File: src/design/slc_map.svh
`ifndef SLC_MAP_SVH
`define SLC_MAP_SVH
// register indices; byte address is four times the index
`define SLC_IDX_LINK_CTRL   6'h04
`define SLC_IDX_DRV_CFG     6'h05
`define SLC_IDX_RSV_A       6'h06
`define SLC_IDX_RSV_B       6'h07
`define SLC_IDX_LINE_FAULT  6'h08
`define SLC_IDX_RSV_C       6'h0c
`define SLC_IDX_IRQ_STAT    6'h10
`define SLC_IDX_IRQ_EN      6'h11
`define SLC_IDX_IRQ_CLR     6'h12
// link_control fields
`define SLC_BIT_SER_EN      7
`define SLC_BIT_CFG_LINK    6
`define SLC_BIT_PATTERN     5
`define SLC_BIT_SLEEP       4
`define SLC_POS_IF_SEL      2
`define SLC_BIT_REV_EN      1
`define SLC_BIT_FWD_EN      0
// driver_config fields
`define SLC_BIT_ADDR_OMIT   7
`define SLC_BIT_PLL_BYPASS  6
`define SLC_POS_LEVEL       4
`define SLC_POS_EMPH        0
// line_fault_status fields
`define SLC_POS_NEG_FAULT   2
`define SLC_POS_POS_FAULT   0
// interrupt status bits
`define SLC_IRQ_LINK_CHG    0
`define SLC_IRQ_REV_READY   1
`define SLC_IRQ_NEG_CHG     2
`define SLC_IRQ_POS_CHG     3
// reset values and interface select codes
`define SLC_RST_LINK_CTRL   8'h03
`define SLC_RST_DRV_CFG     8'h70
`define SLC_RST_RSV_A       8'h40
`define SLC_RST_RSV_B       8'h22
`define SLC_RST_RSV_C       8'h70
`define SLC_RST_FAULT       2'h2
`define SLC_IF_I2C          2'h0
`define SLC_IF_UART         2'h1
// timing
`define SLC_CLK_MHZ         100
`define SLC_REV_BLACKOUT_US 350
`endif

File: src/design/slc_pkg.sv
`default_nettype none
package slc_pkg;
   typedef enum logic [1:0] {
      APB_IDLE = 2'b01,
      APB_RESP = 2'b10
   } slc_apb_e;
   typedef logic [7:0] slc_byte_t;
   typedef logic [3:0] slc_irq_t;
endpackage
`default_nettype wire

File: src/design/slc_regs.sv
`timescale 1ns/10ps
`default_nettype none
`include "slc_map.svh"
module slc_regs #(
   parameter int BLACKOUT_CYCLES = `SLC_REV_BLACKOUT_US * `SLC_CLK_MHZ
) (
   input  wire  logic       CLK,
   input  wire  logic       NRST,
   input  wire  logic       PSEL,
   input  wire  logic       PENABLE,
   input  wire  logic       PWRITE,
   input  wire  logic [7:0] PADDR,
   input  wire  logic [31:0] PWDATA,
   output logic [31:0]      PRDATA,
   output logic             PREADY,
   output logic             PSLVERR,
   input  wire  logic       AUTO_START_STRAP,
   input  wire  logic       CONTROL_DIRECTION_STRAP,
   input  wire  logic [1:0] NEG_WIRE_FAULT,
   input  wire  logic [1:0] POS_WIRE_FAULT,
   output logic             SERIAL_LINK_ENABLE,
   output logic             CONFIG_LINK_ENABLE,
   output logic             PATTERN_TEST_ENABLE,
   output logic             SLEEP_MODE,
   output logic [1:0]       PERIPHERAL_IF_SELECT,
   output logic             I2C_BASE_ENABLE,
   output logic             UART_BASE_ENABLE,
   output logic             REVERSE_CHANNEL_ENABLE,
   output logic             FORWARD_CHANNEL_ENABLE,
   output logic             ADDRESS_OMIT_SELECT,
   output logic             FILTER_PLL_BYPASS,
   output logic [1:0]       OUTPUT_LEVEL_SELECT,
   output logic [3:0]       EMPHASIS_SELECT,
   output logic             IRQ
);

   localparam logic [15:0] BLACKOUT_LOAD = 16'(BLACKOUT_CYCLES);

   slc_pkg::slc_apb_e  apb_state_ff;
   slc_pkg::slc_byte_t link_ctrl_ff;
   slc_pkg::slc_byte_t drv_cfg_ff;
   slc_pkg::slc_byte_t rsv_a_ff;
   slc_pkg::slc_byte_t rsv_b_ff;
   slc_pkg::slc_byte_t rsv_c_ff;
   slc_pkg::slc_irq_t  irq_stat_ff;
   slc_pkg::slc_irq_t  irq_en_ff;
   slc_pkg::slc_irq_t  nxt_irq_stat;
   slc_pkg::slc_irq_t  irq_evt;
   logic [1:0]         neg_fault_ff;
   logic [1:0]         pos_fault_ff;
   logic               strap_done_ff;
   logic               ser_prev_ff;
   logic [15:0]        blackout_cnt_ff;
   logic               rev_en_ff;
   logic               i2c_en_ff;
   logic               uart_en_ff;
   logic               irq_ff;
   logic [31:0]        prdata_ff;
   logic               pready_ff;
   logic               pslverr_ff;
   logic               link_chg;
   logic               wr_fire;
   logic [5:0]         idx;

   // register index decode, shared by read and write paths
   function automatic logic is_mapped(input logic [5:0] a, input logic wr);
      if (a == `SLC_IDX_LINK_CTRL) begin
         return 1'b1;
      end else if (a == `SLC_IDX_DRV_CFG) begin
         return 1'b1;
      end else if (a == `SLC_IDX_RSV_A || a == `SLC_IDX_RSV_B) begin
         return 1'b1;
      end else if (a == `SLC_IDX_RSV_C || a == `SLC_IDX_IRQ_EN) begin
         return 1'b1;
      end else if (a == `SLC_IDX_LINE_FAULT || a == `SLC_IDX_IRQ_STAT) begin
         return !wr;
      end else if (a == `SLC_IDX_IRQ_CLR) begin
         return wr;
      end else begin
         return 1'b0;
      end
   endfunction

   assign idx     = PADDR[7:2];
   assign wr_fire = PSEL && PENABLE && pready_ff && PWRITE && !pslverr_ff;

   // apb slave: one wait state, answer registered
   always_ff @(posedge CLK or negedge NRST) begin
      if (!NRST) begin
         apb_state_ff <= slc_pkg::APB_IDLE;
         pready_ff    <= 1'b0;
         pslverr_ff   <= 1'b0;
         prdata_ff    <= 32'h0000_0000;
      end else begin
         case (apb_state_ff)
            slc_pkg::APB_IDLE: begin
               if (PSEL && PENABLE) begin
                  apb_state_ff <= slc_pkg::APB_RESP;
                  pready_ff    <= 1'b1;
                  pslverr_ff   <= !is_mapped(idx, PWRITE);
                  if (PWRITE) begin
                     prdata_ff <= 32'h0000_0000;
                  end else if (idx == `SLC_IDX_LINK_CTRL) begin
                     prdata_ff <= {24'h00_0000, link_ctrl_ff};
                  end else if (idx == `SLC_IDX_DRV_CFG) begin
                     prdata_ff <= {24'h00_0000, drv_cfg_ff};
                  end else if (idx == `SLC_IDX_RSV_A) begin
                     prdata_ff <= {24'h00_0000, rsv_a_ff};
                  end else if (idx == `SLC_IDX_RSV_B) begin
                     prdata_ff <= {24'h00_0000, rsv_b_ff};
                  end else if (idx == `SLC_IDX_LINE_FAULT) begin
                     prdata_ff <= {28'h000_0000, neg_fault_ff, pos_fault_ff};
                  end else if (idx == `SLC_IDX_RSV_C) begin
                     prdata_ff <= {24'h00_0000, rsv_c_ff};
                  end else if (idx == `SLC_IDX_IRQ_STAT) begin
                     prdata_ff <= {28'h000_0000, irq_stat_ff};
                  end else if (idx == `SLC_IDX_IRQ_EN) begin
                     prdata_ff <= {28'h000_0000, irq_en_ff};
                  end else begin
                     prdata_ff <= 32'h0000_0000;
                  end
               end
            end
            slc_pkg::APB_RESP: begin
               apb_state_ff <= slc_pkg::APB_IDLE;
               pready_ff    <= 1'b0;
               pslverr_ff   <= 1'b0;
            end
            default: begin
               apb_state_ff <= slc_pkg::APB_IDLE;
               pready_ff    <= 1'b0;
               pslverr_ff   <= 1'b0;
            end
         endcase
      end
   end

   // link control: strap defaults loaded once after reset release
   always_ff @(posedge CLK or negedge NRST) begin
      if (!NRST) begin
         link_ctrl_ff  <= `SLC_RST_LINK_CTRL;
         strap_done_ff <= 1'b0;
      end else if (!strap_done_ff) begin
         strap_done_ff <= 1'b1;
         link_ctrl_ff[`SLC_BIT_SER_EN] <= !AUTO_START_STRAP;
         link_ctrl_ff[`SLC_BIT_SLEEP]  <= CONTROL_DIRECTION_STRAP && AUTO_START_STRAP;
      end else if (wr_fire && idx == `SLC_IDX_LINK_CTRL) begin
         link_ctrl_ff <= PWDATA[7:0];
      end
   end

   always_ff @(posedge CLK or negedge NRST) begin
      if (!NRST) begin
         drv_cfg_ff <= `SLC_RST_DRV_CFG;
      end else if (wr_fire && idx == `SLC_IDX_DRV_CFG) begin
         drv_cfg_ff <= PWDATA[7:0];
      end
   end

   // reserved words keep whatever software leaves there
   always_ff @(posedge CLK or negedge NRST) begin
      if (!NRST) begin
         rsv_a_ff <= `SLC_RST_RSV_A;
         rsv_b_ff <= `SLC_RST_RSV_B;
         rsv_c_ff <= `SLC_RST_RSV_C;
      end else if (wr_fire) begin
         if (idx == `SLC_IDX_RSV_A) begin
            rsv_a_ff <= PWDATA[7:0];
         end else if (idx == `SLC_IDX_RSV_B) begin
            rsv_b_ff <= PWDATA[7:0];
         end else if (idx == `SLC_IDX_RSV_C) begin
            rsv_c_ff <= PWDATA[7:0];
         end
      end
   end

   // line fault capture from the detector
   always_ff @(posedge CLK or negedge NRST) begin
      if (!NRST) begin
         neg_fault_ff <= `SLC_RST_FAULT;
         pos_fault_ff <= `SLC_RST_FAULT;
      end else begin
         neg_fault_ff <= NEG_WIRE_FAULT;
         pos_fault_ff <= POS_WIRE_FAULT;
      end
   end

   // reverse channel blackout after every link start or stop
   assign link_chg = link_ctrl_ff[`SLC_BIT_SER_EN] != ser_prev_ff;

   always_ff @(posedge CLK or negedge NRST) begin
      if (!NRST) begin
         ser_prev_ff     <= 1'b0;
         blackout_cnt_ff <= 16'h0000;
      end else begin
         ser_prev_ff <= link_ctrl_ff[`SLC_BIT_SER_EN];
         if (link_chg) begin
            blackout_cnt_ff <= BLACKOUT_LOAD;
         end else if (blackout_cnt_ff != 16'h0000) begin
            blackout_cnt_ff <= blackout_cnt_ff - 16'h0001;
         end
      end
   end

   // decoded outputs held in flops
   always_ff @(posedge CLK or negedge NRST) begin
      if (!NRST) begin
         rev_en_ff  <= 1'b0;
         i2c_en_ff  <= 1'b0;
         uart_en_ff <= 1'b0;
      end else begin
         rev_en_ff  <= link_ctrl_ff[`SLC_BIT_REV_EN] && !link_chg
                       && blackout_cnt_ff == 16'h0000;
         i2c_en_ff  <= link_ctrl_ff[3:2] == `SLC_IF_I2C;
         uart_en_ff <= link_ctrl_ff[3:2] == `SLC_IF_UART;
      end
   end

   // interrupt status: set wins over clear
   always_comb begin
      irq_evt = '0;
      irq_evt[`SLC_IRQ_LINK_CHG]  = link_chg;
      irq_evt[`SLC_IRQ_REV_READY] = blackout_cnt_ff == 16'h0001;
      irq_evt[`SLC_IRQ_NEG_CHG]   = neg_fault_ff != NEG_WIRE_FAULT;
      irq_evt[`SLC_IRQ_POS_CHG]   = pos_fault_ff != POS_WIRE_FAULT;
      nxt_irq_stat = irq_stat_ff;
      if (wr_fire && idx == `SLC_IDX_IRQ_CLR) begin
         nxt_irq_stat = irq_stat_ff & ~PWDATA[3:0];
      end
      nxt_irq_stat = nxt_irq_stat | irq_evt;
   end

   always_ff @(posedge CLK or negedge NRST) begin
      if (!NRST) begin
         irq_stat_ff <= 4'h0;
         irq_en_ff   <= 4'h0;
         irq_ff      <= 1'b0;
      end else begin
         irq_stat_ff <= nxt_irq_stat;
         if (wr_fire && idx == `SLC_IDX_IRQ_EN) begin
            irq_en_ff <= PWDATA[3:0];
         end
         irq_ff <= |(irq_stat_ff & irq_en_ff);
      end
   end

   assign PRDATA                 = prdata_ff;
   assign PREADY                 = pready_ff;
   assign PSLVERR                = pslverr_ff;
   assign SERIAL_LINK_ENABLE     = link_ctrl_ff[`SLC_BIT_SER_EN];
   assign CONFIG_LINK_ENABLE     = link_ctrl_ff[`SLC_BIT_CFG_LINK];
   assign PATTERN_TEST_ENABLE    = link_ctrl_ff[`SLC_BIT_PATTERN];
   assign SLEEP_MODE             = link_ctrl_ff[`SLC_BIT_SLEEP];
   assign PERIPHERAL_IF_SELECT   = link_ctrl_ff[3:2];
   assign I2C_BASE_ENABLE        = i2c_en_ff;
   assign UART_BASE_ENABLE       = uart_en_ff;
   assign REVERSE_CHANNEL_ENABLE = rev_en_ff;
   assign FORWARD_CHANNEL_ENABLE = link_ctrl_ff[`SLC_BIT_FWD_EN];
   assign ADDRESS_OMIT_SELECT    = drv_cfg_ff[`SLC_BIT_ADDR_OMIT];
   assign FILTER_PLL_BYPASS      = drv_cfg_ff[`SLC_BIT_PLL_BYPASS];
   assign OUTPUT_LEVEL_SELECT    = drv_cfg_ff[5:4];
   assign EMPHASIS_SELECT        = drv_cfg_ff[3:0];
   assign IRQ                    = irq_ff;

   logic wr_link;
   logic rd_fault;
   assign wr_link  = wr_fire && idx == `SLC_IDX_LINK_CTRL;
   assign rd_fault = PSEL && PENABLE && !PWRITE && apb_state_ff == slc_pkg::APB_IDLE
                     && idx == `SLC_IDX_LINE_FAULT;

   link_write_a: assert property (@(posedge CLK) disable iff (!NRST)
      wr_link |=> SERIAL_LINK_ENABLE == $past(PWDATA[7]))
      else $error("link enable does not follow write");

   strap_link_a: assert property (@(posedge CLK) disable iff (!NRST)
      $rose(strap_done_ff) |-> SERIAL_LINK_ENABLE == !$past(AUTO_START_STRAP))
      else $error("link enable power-up value wrong");

   rev_blackout_a: assert property (@(posedge CLK) disable iff (!NRST)
      link_chg |=> (!REVERSE_CHANNEL_ENABLE && blackout_cnt_ff == BLACKOUT_LOAD) [*1]
      ##1 !REVERSE_CHANNEL_ENABLE [*7])
      else $error("reverse channel open during blackout");

   strap_sleep_a: assert property (@(posedge CLK) disable iff (!NRST)
      $rose(strap_done_ff) |-> SLEEP_MODE ==
         ($past(CONTROL_DIRECTION_STRAP) && $past(AUTO_START_STRAP)))
      else $error("sleep power-up value wrong");

   if_select_a: assert property (@(posedge CLK) disable iff (!NRST)
      wr_link ##1 1'b1 |=> I2C_BASE_ENABLE == ($past(PWDATA[3:2], 2) == 2'h0)
         && UART_BASE_ENABLE == ($past(PWDATA[3:2], 2) == 2'h1))
      else $error("interface select decode wrong");

   rev_disable_a: assert property (@(posedge CLK) disable iff (!NRST)
      wr_link && !PWDATA[1] |=> ##1 !REVERSE_CHANNEL_ENABLE)
      else $error("reverse channel not disabled");

   fwd_write_a: assert property (@(posedge CLK) disable iff (!NRST)
      wr_link |=> FORWARD_CHANNEL_ENABLE == $past(PWDATA[0]))
      else $error("forward channel does not follow write");

   addr_omit_a: assert property (@(posedge CLK) disable iff (!NRST)
      wr_fire && idx == `SLC_IDX_DRV_CFG |=> ADDRESS_OMIT_SELECT == $past(PWDATA[7]))
      else $error("address omit does not follow write");

   neg_fault_a: assert property (@(posedge CLK) disable iff (!NRST)
      rd_fault |=> PREADY && PRDATA[3:2] == $past(neg_fault_ff) && PRDATA[7:4] == 4'h0)
      else $error("negative wire fault read wrong");

   pos_fault_a: assert property (@(posedge CLK) disable iff (!NRST)
      rd_fault |=> PREADY && PRDATA[1:0] == $past(pos_fault_ff))
      else $error("positive wire fault read wrong");

   ser_hold_a: assert property (@(posedge CLK) disable iff (!NRST)
      strap_done_ff && !wr_link |=> $stable(SERIAL_LINK_ENABLE))
      else $error("link enable changed without a write");

   rev_idle_a: assert property (@(posedge CLK) disable iff (!NRST)
      blackout_cnt_ff != 16'h0000 |=> !REVERSE_CHANNEL_ENABLE)
      else $error("reverse channel open while blackout counts");

   sleep_write_a: assert property (@(posedge CLK) disable iff (!NRST)
      wr_link |=> SLEEP_MODE == $past(PWDATA[4]))
      else $error("sleep does not follow write");

   if_off_a: assert property (@(posedge CLK) disable iff (!NRST)
      link_ctrl_ff[3] |=> !I2C_BASE_ENABLE && !UART_BASE_ENABLE)
      else $error("base interface not disabled");

   rev_enable_a: assert property (@(posedge CLK) disable iff (!NRST)
      link_ctrl_ff[`SLC_BIT_REV_EN] && !link_chg && blackout_cnt_ff == 16'h0000
      |=> REVERSE_CHANNEL_ENABLE)
      else $error("reverse channel not enabled");

endmodule
`default_nettype wire

File: config.mk
export PLATFORM = sky130hd
export DESIGN_NAME = slc_regs
export DESIGN_NICKNAME = d
export VERILOG_FILES = /design/src/design/slc_pkg.sv /design/src/design/slc_regs.sv
export VERILOG_INCLUDE_DIRS = /design/src /design/src/design
export SDC_FILE = /design/constraint.sdc
export NUM_CORES = 1
export LEC_CHECK = 0
export BUFFER_PORTS_ARGS = -buffer_cell sky130_fd_sc_hd__buf_2
export CAP_MARGIN = 20
export CORE_AREA = 2 2 84 106
export CTS_BUF_LIST = sky130_fd_sc_hd__clkbuf_16
export DETAILED_ROUTE_END_ITERATION = 10
export DIE_AREA = 0 0 86 108
export GPL_TIMING_DRIVEN = 1
export HOLD_SLACK_MARGIN = 0.12
export MAX_ROUTING_LAYER = met4
export PLACE_DENSITY = 0.8
export SKIP_LAST_GASP = 1
export SLEW_MARGIN = 20
export SYNTH_ARGS = -nofsm -noshare
export SYNTH_HDL_FRONTEND = slang
export SYNTH_SLANG_ARGS = --single-unit
File: constraint.sdc
create_clock -name CLK -period 2.9 [get_ports CLK]
set_input_delay 0.435 -clock CLK [delete_from_list [all_inputs] [get_ports CLK]]
set_output_delay 0.435 -clock CLK [all_outputs]
set_load 0.01 [all_outputs]
==> insert_results.sql, run 1 <==
INSERT INTO impl_metrics (metric_group, metric, value, unit) VALUES
('status', 'run_status', 'finished, final reports clean', ''),
('power_and_ir_drop', 'p_sw', '0.730', 'mW'),
('cts', 'clock_tree.root_cell', 'clkbuf_16', ''),
('global_routing', 'grt_first_pass_wirelength', '15500', 'um'),
('synthesis', 'synth_area', '0.00438', 'mm^2'),
('placement', 'gp_congestion', '0.837', ''),
('final_layout', 'final_core_density', '59.7', '%'),
('cts', 'postCtsHoldBufs', '0', ''),
('sta', 'grt_setup_unrepaired', 'no', ''),
('cts', 'clock_sinks', '85', ''),
('final_layout', 'nFillCells', '659', ''),
('sta', 'maxSlewHeadroom', '48.9', '%'),
('setup_path', 'setup.worst_path.class', 'flop to flop', ''),
('placement', 'dpl-instance-area', '0.00463', 'mm^2'),
('final_layout', 'final_common_cell', 'dfrtp_1', ''),
('synthesis', 'post_syn_area_per_cell', '11.6', 'um^2'),
('routing', 'detail_route.drc_violations', '0', ''),
('power_and_ir_drop', 'ir_drop', '0.442', 'mV'),
('power_and_ir_drop', 'total_power', '2.67', 'mW'),
('power_and_ir_drop', 'share_comb_of_total_power', '13.5', '%'),
('setup_path', 'timing.critical_path.fanout_max', '6', ''),
('routing', 'detail_route.wirelength', '9480', 'um'),
('cts', 'cts_htree_levels', '3', ''),
('setup_path', 'worst_setup_path_end_kind', 'flop', ''),
('power_and_ir_drop', 'power_frac_clock', '37.8', '%'),
('placement', 'dp_worst_setup_slack', '0.341', 'ns'),
('global_routing', 'via_count_of_the_first_global_routing_pass', '3135', ''),
('final_layout', 'layout.cell_area.non_filler', '0.00489', 'mm^2'),
('power_and_ir_drop', 'cellInternalPower', '1.94', 'mW'),
('cts', 'cts_buffer_depth', '2', ''),
('global_routing', 'grt_antenna_before_repair', '0', ''),
('setup_path', 'critical_path.startpoint_type', 'flop', ''),
('sta', 'drv_slew', '0', ''),
('routing', 'drt_iter0_markers', '140', ''),
('sta', 'finalWorstSetupSlack', '0.653', 'ns'),
('setup_path', 'timing.rr.start', 'blackout_cnt_ff[0]', ''),
('sta', 'final-hold-violation-count', '0', ''),
('cts', 'clk_pin_slew_worst_paths', '0.06', 'ns'),
('synthesis', 'syn_inst', '377', ''),
('floorplanning', 'initial_utilization', '53.4', '%'),
('routing', 'detailedRoute.firstPassIterationCount', '4', ''),
('final_layout', 'layout_common_cells', 'dfrtp_1 (71), buf_2 (52), mux2_2 (46)', ''),
('cts', 'clk_latency', '0.35', 'ns'),
('synthesis', 'synth_seq_cells', '85', ''),
('floorplanning', 'placement_rows', '37', ''),
('synthesis', 'synth_edf_count', '0', ''),
('sta', 'setup-violations-final', '0', ''),
('floorplanning', 'io_pins', '104', ''),
('floorplanning', 'die_area', '0.00929', 'mm^2'),
('floorplanning', 'die-height', '108', 'um'),
('synthesis', 'synth.lib_cells_used.distinct', '55', ''),
('final_layout', 'layout.nets', '481', ''),
('routing', 'vias', '3194', ''),
('global_routing', 'grt_max_degree', '86', ''),
('synthesis', 'synthFlopType', 'dfrtp_1', ''),
('placement', 'port_buffers', '53', ''),
('cts', 'number_of_buffers_added_by_the_clock_tree_synthesis_step', '9', ''),
('sta', 'fin_tns_setup', '0', 'ns'),
('synthesis', 'async_reset_ff_share', '100', '%'),
('global_routing', 'groute.usage.overall', '22.4', '%'),
('sta', 'fin_skew', '0.0110', 'ns'),
('final_layout', 'antenna_cells_inserted', '0', ''),
('power_and_ir_drop', 'pwr_density_cell', '547', 'mW/mm^2'),
('hold_path', 'timing.hold.worst.class', 'input port to asynchronous set/reset pin', ''),
('job', 'drv.max_cap_violation_count', '0', ''),
('routing', 'wl_per_cell', '17.9', 'um'),
('sta', 'period_share', '77.5', '%'),
('floorplanning', 'chipWidth', '86', 'um'),
('sta', 'timing.final.crit_period', '2.25', 'ns'),
('placement', 'hpwl', '6790', 'um'),
('final_layout', 'multiInputGateArea', '0.00204', 'mm^2');
## metal layers
metal	GRT usage (%)	vias up	wire length, um
li1	-	1447	-
met4	10.1	0	222
met2	37.7	101	5070
met3	5.19	22	411
met5	-	-	0
met1	25.3	1624	3780
## area by class of cell
type | count | share of cell area [%]
Clock buffer | 9 | 4.60
Inverter | 3 | 0.230
Clock inverter | 7 | 0.716
Sequential cell | 85 | 43.8
Multi-Input combinational cell | 269 | 41.7
Tap cell | 97 | 2.48
Timing Repair Buffer | 59 | 6.47
## per-stage QoR
stage                     hold WS, ns  std cells
after floorplan                 0.139        400
after global placement          0.468        513
after detailed placement        0.482        513
after CTS                       0.202        529
after global routing            0.199        529
final                           0.131        529
## final timing paths
check / endpoint / cells after the start / slack [ns]
max: blackout_cnt_ff[12] / 6 / 0.65
min: IRQ / 1 / 0.13
max reg2reg: blackout_cnt_ff[12] / 6 / 0.65
min reg2reg: I2C_BASE_ENABLE / 1 / 0.49
max in group asynchronous: link_ctrl_ff[4] / 1 / 2.23
min in group CLK: neg_fault_ff[1] / 1 / 0.21
## flip-flops by register name, summed over array words and instances, names as in the netlist, 2 cells and up
signal / flops
neg_fault_ff: 2
irq_stat_ff: 4
rsv_c_ff: 8
rsv_b_ff: 8
apb_state_ff: 2
irq_en_ff: 4
pos_fault_ff: 2
rsv_a_ff: 8
PRDATA: 8
drv_cfg_ff: 8
link_ctrl_ff: 8
blackout_cnt_ff: 16
## worst max-delay path: stages, from the launching register on
cell	delay [ns]
dfrtp_1	0.41
inv_1	0.13
ha_1	0.21
or3b_2	0.52
or3_1	0.35
or4_1	0.41
a21oi_1	0.15
## cell families (layout without fill, tap and decap cells)
family / Yosys count / count (layout) / share of synthesized area [%]
other: 2 / 25 / 0.172
DFF: 85 / 85 / 49.0
xor gates and xnor gates: 7 / 7 / 1.40
and+or+nand+nor: 101 / 101 / 14.6
buffers and inverters: 46 / 78 / 6.40
AOI/OAI and AO/OA: 72 / 72 / 11.2
muxes: 61 / 61 / 16.4
adders and majority gates: 3 / 3 / 0.858
## power by group through the flow
stage               logic (mW)  clock network [mW]  registers, mW
floorplan                0.263                   0           1.31
global placement         0.348                   0           1.32
global route             0.403                1.07           1.31
CTS                      0.361                1.02           1.30
finish                   0.362                1.01           1.30
detailed placement       0.356                   0           1.32
## cells in the mapped netlist (all sizes together), types with 5 or more instances
master  instances  area, um^2
nor2           16        60.1
dfrtp          71        1780
a31oi           5        31.3
a22oi           6        45.0
mux2           46         518
clkbuf         10        37.5
nand2b          5        31.3
nor4            7        71.3
dfstp          14         368
buf            33         231
and2           12        75.1
o41ai           5        43.8
xor2            5        43.8
nand2          13        48.8
o31ai           8        60.1
mux2i          11         110
o21ai           7        35.0
a21oi          20         100
nor3            6        35.0
a21o            5        37.5
Note: power is estimated with default switching activity, not from simulation.
==> run 2: changes to the inputs <==
--- a/config.mk
+++ b/config.mk
@@ -8,14 +8,14 @@
 export LEC_CHECK = 0
 export BUFFER_PORTS_ARGS = -buffer_cell sky130_fd_sc_hd__buf_2
 export CAP_MARGIN = 20
-export CORE_AREA = 2 2 84 106
+export CORE_AREA = 2 2 88 111
 export CTS_BUF_LIST = sky130_fd_sc_hd__clkbuf_16
 export DETAILED_ROUTE_END_ITERATION = 10
-export DIE_AREA = 0 0 86 108
+export DIE_AREA = 0 0 90 113
 export GPL_TIMING_DRIVEN = 1
 export HOLD_SLACK_MARGIN = 0.12
 export MAX_ROUTING_LAYER = met4
-export PLACE_DENSITY = 0.8
+export PLACE_DENSITY = 0.76
 export SKIP_LAST_GASP = 1
 export SLEW_MARGIN = 20
 export SYNTH_ARGS = -nofsm -noshare
==> constraint.sdc (replaced) <==
create_clock -name CLK -period 1.8 [get_ports CLK]
set_input_delay 0.27 -clock CLK [delete_from_list [all_inputs] [get_ports CLK]]
set_output_delay 0.27 -clock CLK [all_outputs]
set_load 0.01 [all_outputs]
==> run 2 against run 1 <==
Register-to-register slack got worse by 0.83 ns. Total power increased by 94%. Final area increased by 16%. Critical path type unchanged. Die area increased by 9.5%. Worst setup slack got worse by 0.83 ns. Critical endpoint unchanged. Sequential cell count unchanged. The run now ends with setup timing left. Via count increased by 7.8%. Critical path depth unchanged. Clock-buffer cell count unchanged.
==> insert_results.sql, run 2 (synthesis results as in run 1) <==
INSERT INTO impl_metrics (metric_group, metric, value, unit) VALUES
('power_and_ir_drop', 'share_comb_of_total_power', '19.5', '%'),
('routing', 'highest_layer', 'met4', ''),
('final_layout', 'syn2layout_area_growth', '29.8', '%'),
('sta', 'setup-violations-final', '4', ''),
('cts', 'number_of_buffers_added_by_the_clock_tree_synthesis_step', '9', ''),
('placement', 'hpwl', '7690', 'um'),
('hold_path', 'holdPathStages', '3', ''),
('sta', 'fin_skew', '0.00504', 'ns'),
('routing', 'met1_length', '4430', 'um'),
('setup_path', 'worst_setup_path_end_kind', 'flop', ''),
('power_and_ir_drop', 'pwr-share-seq', '39.9', '%'),
('job', 'drv.max_cap_violation_count', '0', ''),
('setup_path', 'setup.worst_path.class', 'flop to flop', ''),
('global_routing', 'grt_first_pass_wirelength', '17800', 'um'),
('final_layout', 'antenna_cells_inserted', '0', ''),
('global_routing', 'via_count_of_the_first_global_routing_pass', '3593', ''),
('setup_path', 'regToRegEndpoint', 'blackout_cnt_ff[12]', ''),
('routing', 'ant_nets', '0', ''),
('sta', 'fin_tns_setup', '-0.510', 'ns'),
('final_layout', 'regMostFlops', 'blackout_cnt_ff', ''),
('routing', 'drt_iter0_markers', '259', ''),
('setup_path', 'critPathRequiredTime', '2.06', 'ns'),
('routing', 'detail_route.drc_violations', '0', ''),
('power_and_ir_drop', 'power_frac_clock', '40.6', '%'),
('cts', 'clk_latency', '0.34', 'ns'),
('placement', 'port_buffers', '53', ''),
('cts', 'cts_tree', 'built', ''),
('sta', 'maxSlewHeadroom', '66.3', '%'),
('placement', 'gp_congestion', '0.840', ''),
('final_layout', 'post_route_cells_drive_above_1_share', '45.9', '%'),
('final_layout', 'final_common_cell', 'dfrtp_1', ''),
('floorplanning', 'die_area', '0.0102', 'mm^2'),
('setup_path', 'worst_ep_arrival_time', '2.24', 'ns'),
('setup_path', 'timing.rr.start', 'blackout_cnt_ff[0]', ''),
('hold_path', 'holdPathEnd', 'link_ctrl_ff[4]', ''),
('setup_path', 'critical_path.startpoint_type', 'flop', ''),
('final_layout', 'layout.nets', '541', ''),
('final_layout', 'layout_common_cells', 'dfrtp_1 (71), buf_4 (57), buf_2 (52)', ''),
('hold_path', 'startpoint_of_the_worst_hold_path', 'CONTROL_DIRECTION_STRAP', ''),
('sta', 'period_share', '110', '%'),
('cts', 'clk_pin_slew_worst_paths', '0.06', 'ns'),
('sta', 'fmaxAchievable', '0.505', 'GHz'),
('status', 'failed_checks', 'setup timing', ''),
('power_and_ir_drop', 'cellInternalPower', '3.83', 'mW'),
('power_and_ir_drop', 'netSwitchingFraction', '26.3', '%'),
('routing', 'via_count_normalized_by_instance_count', '5.60', ''),
('routing', 'met3WireLength', '411', 'um'),
('routing', 'detailedRoute.firstPassIterationCount', '4', ''),
('floorplanning', 'die-height', '113', 'um'),
('routing', 'wl_met2', '5700', 'um'),
('status', 'run_status', 'complete, but fails checks', ''),
('global_routing', 'grt_max_degree', '41', ''),
('setup_path', 'timing.reg2reg.setup_slack', '-0.18', 'ns'),
('cts', 'cts_htree_levels', '3', ''),
('floorplanning', 'placement_rows', '39', ''),
('cts', 'clock_sinks', '85', ''),
('power_and_ir_drop', 'p_sw', '1.37', 'mW'),
('floorplanning', 'coreArea', '0.00908', 'mm^2'),
('setup_path', 'timing.critical_path.fanout_max', '4', ''),
('cts', 'clock_tree.root_cell', 'clkbuf_16', ''),
('sta', 'finalWorstSetupSlack', '-0.180', 'ns'),
('sta', 'drv_slew', '0', ''),
('final_layout', 'flip_flop_count_of_the_largest_register_after_layout', '16', ''),
('cts', 'cts_buffer_depth', '2', ''),
('hold_path', 'timing.hold.worst.class', 'input port to flop', ''),
('routing', 'wl_per_cell', '17.5', 'um'),
('global_routing', 'groute.usage.overall', '22.7', '%'),
('floorplanning', 'io_pins', '104', ''),
('global_routing', 'grt_antenna_before_repair', '0', ''),
('power_and_ir_drop', 'ir_drop', '0.594', 'mV'),
('setup_path', 'r2r_cells', '6', ''),
('sta', 'timing.final.crit_period', '1.98', 'ns'),
('floorplanning', 'initial_utilization', '48.2', '%'),
('placement', 'dp_worst_setup_slack', '-0.215', 'ns'),
('power_and_ir_drop', 'pwr_density_cell', '915', 'mW/mm^2'),
('global_routing', 'grt.overflow.total', '0', ''),
('floorplanning', 'chipWidth', '90', 'um'),
('sta', 'worst_slew_pin_slew', '0.493', 'ns'),
('power_and_ir_drop', 'static-leakage-power', '2.62', 'nW'),
('sta', 'final-hold-violation-count', '0', ''),
('sta', 'grt_setup_unrepaired', 'yes', ''),
('routing', 'detail_route.wirelength', '10800', 'um'),
('routing', 'vias', '3444', '');
run 2: changes by cell type in the layout (fill, tap and decap cells not counted), sizes merged:
cell	delta
dlygate4sd3	+6
clkinvlp	+1
clkinv	-4
buf	+54
bufinv	+3
run 2: power groups by stage:
stage,clock network (mW),logic (mW),registers (mW)
global route,2.22,1.11,2.08
finish,2.11,1.01,2.07
detailed placement,0,0.870,2.10
global placement,0,0.839,2.09
CTS,2.13,0.953,2.07
floorplan,0,0.447,2.11
run 2: through the flow:
stage	utilization [%]	hold slack (ns)	power (mW)	instances	area, um^2
after floorplan	-	-0.0256	2.55	400	4530
after global placement	56.5	0.261	2.93	590	5130
after detailed placement	56.5	0.263	2.97	590	5130
after CTS	61.7	0.168	5.16	616	5600
after global routing	62.6	0.194	5.42	615	5680
final	62.6	0.173	5.19	615	5680
run 2: layout make-up:
cell class              count  area, um^2
fillers                   727        3400
multi-input cells         269        2210
flip-flops and latches     85        2140
repair buffers            119         820
clock buffers               9         225
well taps                 123         154
clock inverters             7         115
inverters                   3        11.3
run 2: critical path: stages (launching register included):
cell	delay, ns
dfrtp_1	0.39
inv_2	0.08
ha_4	0.13
or3b_4	0.40
or3_4	0.34
or4_1	0.40
a21oi_1	0.15
run 2: how the worst max path moves through the flow:
stage	from	endpoint	slack, ns	depth (start not counted)
2_1_floorplan	blackout_cnt_ff[0]	blackout_cnt_ff[12]	-0.11	6
3_3_place_gp	PADDR[5]	rsv_b_ff[4]	-0.16	6
3_5_place_dp	PADDR[7]	PRDATA[1]	-0.21	6
4_1_cts	blackout_cnt_ff[1]	blackout_cnt_ff[12]	-0.18	6
5_1_grt	blackout_cnt_ff[0]	blackout_cnt_ff[12]	-0.23	6
6_report	blackout_cnt_ff[0]	blackout_cnt_ff[12]	-0.18	6
run 2: what timing repair did:
item | in CTS | in global routing
gates resized for setup | 8 | 17
endpoints found under the setup margin | 7 | 14
pin swaps | 2 | 5
hold endpoints to repair | 32 | 0
hold buffers | 6 | 0
buffers inserted | 4 | 0
run 2: layer usage:
| metal | up-vias | GRT usage [%] |
|---|---|---|
| met3 | 24 | 3.53 |
| met1 | 1757 | 26.9 |
| met4 | 0 | 8.82 |
| met2 | 94 | 39.0 |
| li1 | 1569 | - |
| met5 | - | - |
==> run 3: changes to the inputs <==
--- a/config.mk
+++ b/config.mk
@@ -8,14 +8,14 @@
 export LEC_CHECK = 0
 export BUFFER_PORTS_ARGS = -buffer_cell sky130_fd_sc_hd__buf_2
 export CAP_MARGIN = 20
-export CORE_AREA = 2 2 88 111
+export CORE_AREA = 3 3 85 107
 export CTS_BUF_LIST = sky130_fd_sc_hd__clkbuf_16
 export DETAILED_ROUTE_END_ITERATION = 10
-export DIE_AREA = 0 0 90 113
+export DIE_AREA = 0 0 88 110
 export GPL_TIMING_DRIVEN = 1
 export HOLD_SLACK_MARGIN = 0.12
 export MAX_ROUTING_LAYER = met4
-export PLACE_DENSITY = 0.76
+export PLACE_DENSITY = 0.8
 export SKIP_LAST_GASP = 1
 export SLEW_MARGIN = 20
 export SYNTH_ARGS = -nofsm -noshare
==> constraint.sdc (replaced) <==
create_clock -name CLK -period 2.5 [get_ports CLK]
set_input_delay 0.375 -clock CLK [delete_from_list [all_inputs] [get_ports CLK]]
set_output_delay 0.375 -clock CLK [all_outputs]
set_load 0.01 [all_outputs]
==> run 3 against run 2 <==
The run now ends clean. Clock skew rose by 0.0034 ns. Register-to-register slack improved by 0.39 ns. Utilization fell by 1.3 points. Sequential share of layout area rose by 5.0 points. Sequential power fell by 27%. Sequential cell count did not move. Critical path depth did not move. Maximum frequency fell by 13%.
==> insert_results.sql, run 3 (synthesis results as in run 1) <==
INSERT INTO impl_metrics (metric_group, metric, value, unit) VALUES
('status', 'run_status', 'finished, final reports clean', ''),
('sta', 'timing.final.crit_period', '2.29', 'ns'),
('floorplanning', 'chipWidth', '88', 'um'),
('cts', 'cts_tree', 'built', ''),
('cts', 'clk_pin_slew_worst_paths', '0.06', 'ns'),
('routing', 'vias', '3208', ''),
('setup_path', 'setup.worst_path.class', 'flop to flop', ''),
('final_layout', 'regMostFlops', 'blackout_cnt_ff', ''),
('power_and_ir_drop', 'p_sw', '0.866', 'mW'),
('sta', 'period_share', '91.4', '%'),
('floorplanning', 'die_area', '0.00968', 'mm^2'),
('setup_path', 'cpMaxStageDelayCell', 'or3b_2', ''),
('routing', 'drt_iter0_markers', '221', ''),
('floorplanning', 'coreArea', '0.00819', 'mm^2'),
('sta', 'finalWorstSetupSlack', '0.215', 'ns'),
('sta', 'finalHoldWorstSlack', '0.150', 'ns'),
('sta', 'fmaxAchievable', '0.438', 'GHz'),
('cts', 'clock_tree.root_cell', 'clkbuf_16', ''),
('global_routing', 'grt_antenna_before_repair', '0', ''),
('power_and_ir_drop', 'cellInternalPower', '2.47', 'mW'),
('job', 'drv.max_cap_violation_count', '0', ''),
('sta', 'drv_slew', '0', ''),
('setup_path', 'critical_path.n_buffers_inverters', '1', ''),
('cts', 'number_of_buffers_added_by_the_clock_tree_synthesis_step', '9', ''),
('placement', 'place_inst', '521', ''),
('routing', 'wl_per_cell', '18.4', 'um'),
('placement', 'hpwl', '7120', 'um'),
('power_and_ir_drop', 'pwr-share-seq', '45.3', '%'),
('final_layout', 'syn2layout_area_growth', '14.7', '%'),
('cts', 'clock_sinks', '85', ''),
('setup_path', 'critical_path.max_stage_delay', '0.53', 'ns'),
('final_layout', 'final_common_cell', 'dfrtp_1', ''),
('floorplanning', 'placement_rows', '37', ''),
('power_and_ir_drop', 'power_frac_clock', '41.8', '%'),
('power_and_ir_drop', 'ir_drop', '0.475', 'mV'),
('setup_path', 'cell_type_group_with_the_largest_total_delay_on_the_critical_path', 'simple AND/OR/NAND/NOR gates', ''),
('global_routing', 'grt_max_degree', '45', ''),
('cts', 'cts_htree_levels', '3', ''),
('cts', 'cts_buffer_depth', '2', ''),
('placement', 'dpl-instance-area', '0.00470', 'mm^2'),
('routing', 'detail_route.wirelength', '9920', 'um'),
('setup_path', 'worst_ep_arrival_time', '2.56', 'ns'),
('power_and_ir_drop', 'static-leakage-power', '2.31', 'nW'),
('final_layout', 'layout.cell_area.non_filler', '0.00502', 'mm^2'),
('final_layout', 'non_filler_cells_final', '538', ''),
('routing', 'detail_route.drc_violations', '0', ''),
('setup_path', 'critPathRequiredTime', '2.77', 'ns'),
('global_routing', 'groute.usage.overall', '22.8', '%'),
('final_layout', 'flip_flop_count_of_the_largest_register_after_layout', '16', ''),
('power_and_ir_drop', 'netSwitchingFraction', '26.0', '%'),
('routing', 'via_count_normalized_by_instance_count', '5.96', ''),
('global_routing', 'via_count_of_the_first_global_routing_pass', '3230', ''),
('floorplanning', 'io_pins', '104', ''),
('setup_path', 'critical_path.startpoint_type', 'flop', ''),
('sta', 'setup-violations-final', '0', ''),
('global_routing', 'grt_first_pass_wirelength', '16200', 'um'),
('power_and_ir_drop', 'total_power', '3.33', 'mW'),
('setup_path', 'path_cells', 'inv_1 -> ha_1 -> or3b_2 -> or3_1 -> or4_1 -> a21oi_1', ''),
('sta', 'maxSlewHeadroom', '57.0', '%'),
('placement', 'dp_worst_setup_slack', '0.226', 'ns'),
('cts', 'post_cts_buffers', '0', ''),
('cts', 'clk_latency', '0.34', 'ns'),
('floorplanning', 'initial_utilization', '53.4', '%'),
('sta', 'grt_setup_unrepaired', 'no', ''),
('final_layout', 'layout.nets', '490', ''),
('power_and_ir_drop', 'share_comb_of_total_power', '12.9', '%'),
('final_layout', 'layout_common_cells', 'dfrtp_1 (71), buf_2 (52), mux2_2 (46)', ''),
('hold_path', 'timing.hold.worst.class', 'input port to flop', ''),
('final_layout', 'final_core_density', '61.3', '%'),
('setup_path', 'worst_setup_path_end_kind', 'flop', ''),
('placement', 'gp_congestion', '0.836', ''),
('floorplanning', 'die-height', '110', 'um'),
('power_and_ir_drop', 'pwr_density_cell', '664', 'mW/mm^2'),
('sta', 'fin_skew', '0.00842', 'ns'),
('placement', 'port_buffers', '53', ''),
('setup_path', 'timing.critical_path.fanout_max', '6', ''),
('routing', 'ant_nets', '0', ''),
('cts', 'cts_resized', '0', ''),
('sta', 'final-hold-violation-count', '0', ''),
('sta', 'worst_slew_pin_slew', '0.643', 'ns'),
('global_routing', 'grt.overflow.total', '0', ''),
('final_layout', 'post_route_cells_drive_above_1_share', '35.4', '%'),
('routing', 'detailedRoute.firstPassIterationCount', '4', ''),
('final_layout', 'antenna_cells_inserted', '0', ''),
('sta', 'fin_tns_setup', '0', 'ns');
==> run 3: cell count changes in the layout (fill, tap and decap cells not counted), moves of 5 or more <==
cell	previous run	this run
dlygate4sd3_1	6	1
mux2_2	38	46
mux2_4	8	0
buf_4	57	14
==> run 3: layout make-up <==
| cell class | count | area (um^2) |
|---|---|---|
| fillers | 646 | 3170 |
| flip-flops and latches | 85 | 2140 |
| multi-input cells | 269 | 2040 |
| repair buffers | 68 | 395 |
| clock buffers | 9 | 225 |
| well taps | 97 | 121 |
| clock inverters | 7 | 83.8 |
| inverters | 3 | 11.3 |
==> run 3: power groups by stage <==
| stage | Combinational, mW | Clock, mW | Sequential, mW |
|---|---|---|---|
| after floorplan | 0.305 | 0 | 1.51 |
| after global placement | 0.412 | 0 | 1.53 |
| after detailed placement | 0.426 | 0 | 1.53 |
| after CTS | 0.431 | 1.40 | 1.51 |
| after global routing | 0.479 | 1.46 | 1.52 |
| final | 0.430 | 1.39 | 1.51 |
==> run 3: path summary, 6_finish.rpt <==
path | start | to | slack (ns) | cells past startpoint
setup / recovery | blackout_cnt_ff[0] | blackout_cnt_ff[12] | 0.21 | 6
hold / removal | NEG_WIRE_FAULT[1] | neg_fault_ff[1] | 0.15 | 1
setup reg to reg | blackout_cnt_ff[0] | blackout_cnt_ff[12] | 0.21 | 6
hold reg to reg | rsv_a_ff[3] | rsv_a_ff[3] | 0.50 | 1
max in group asynchronous | NRST | apb_state_ff[0] | 1.25 | 3
min in group asynchronous | NRST | IRQ | 0.58 | 2
==> run 3: layer usage <==
metal	vias up	global-route usage, %	wire length, um
met5	-	-	0
li1	1464	-	-
met2	102	38.7	5370
met1	1620	26.6	3940
met3	22	3.49	373
met4	0	10.6	240
==> run 3: timing repair <==
| item | CTS | global route |
|---|---|---|
| hold endpoints to repair | 32 | 0 |
| hold buffers | 1 | 0 |
| setup endpoints to repair | 0 | 0 |
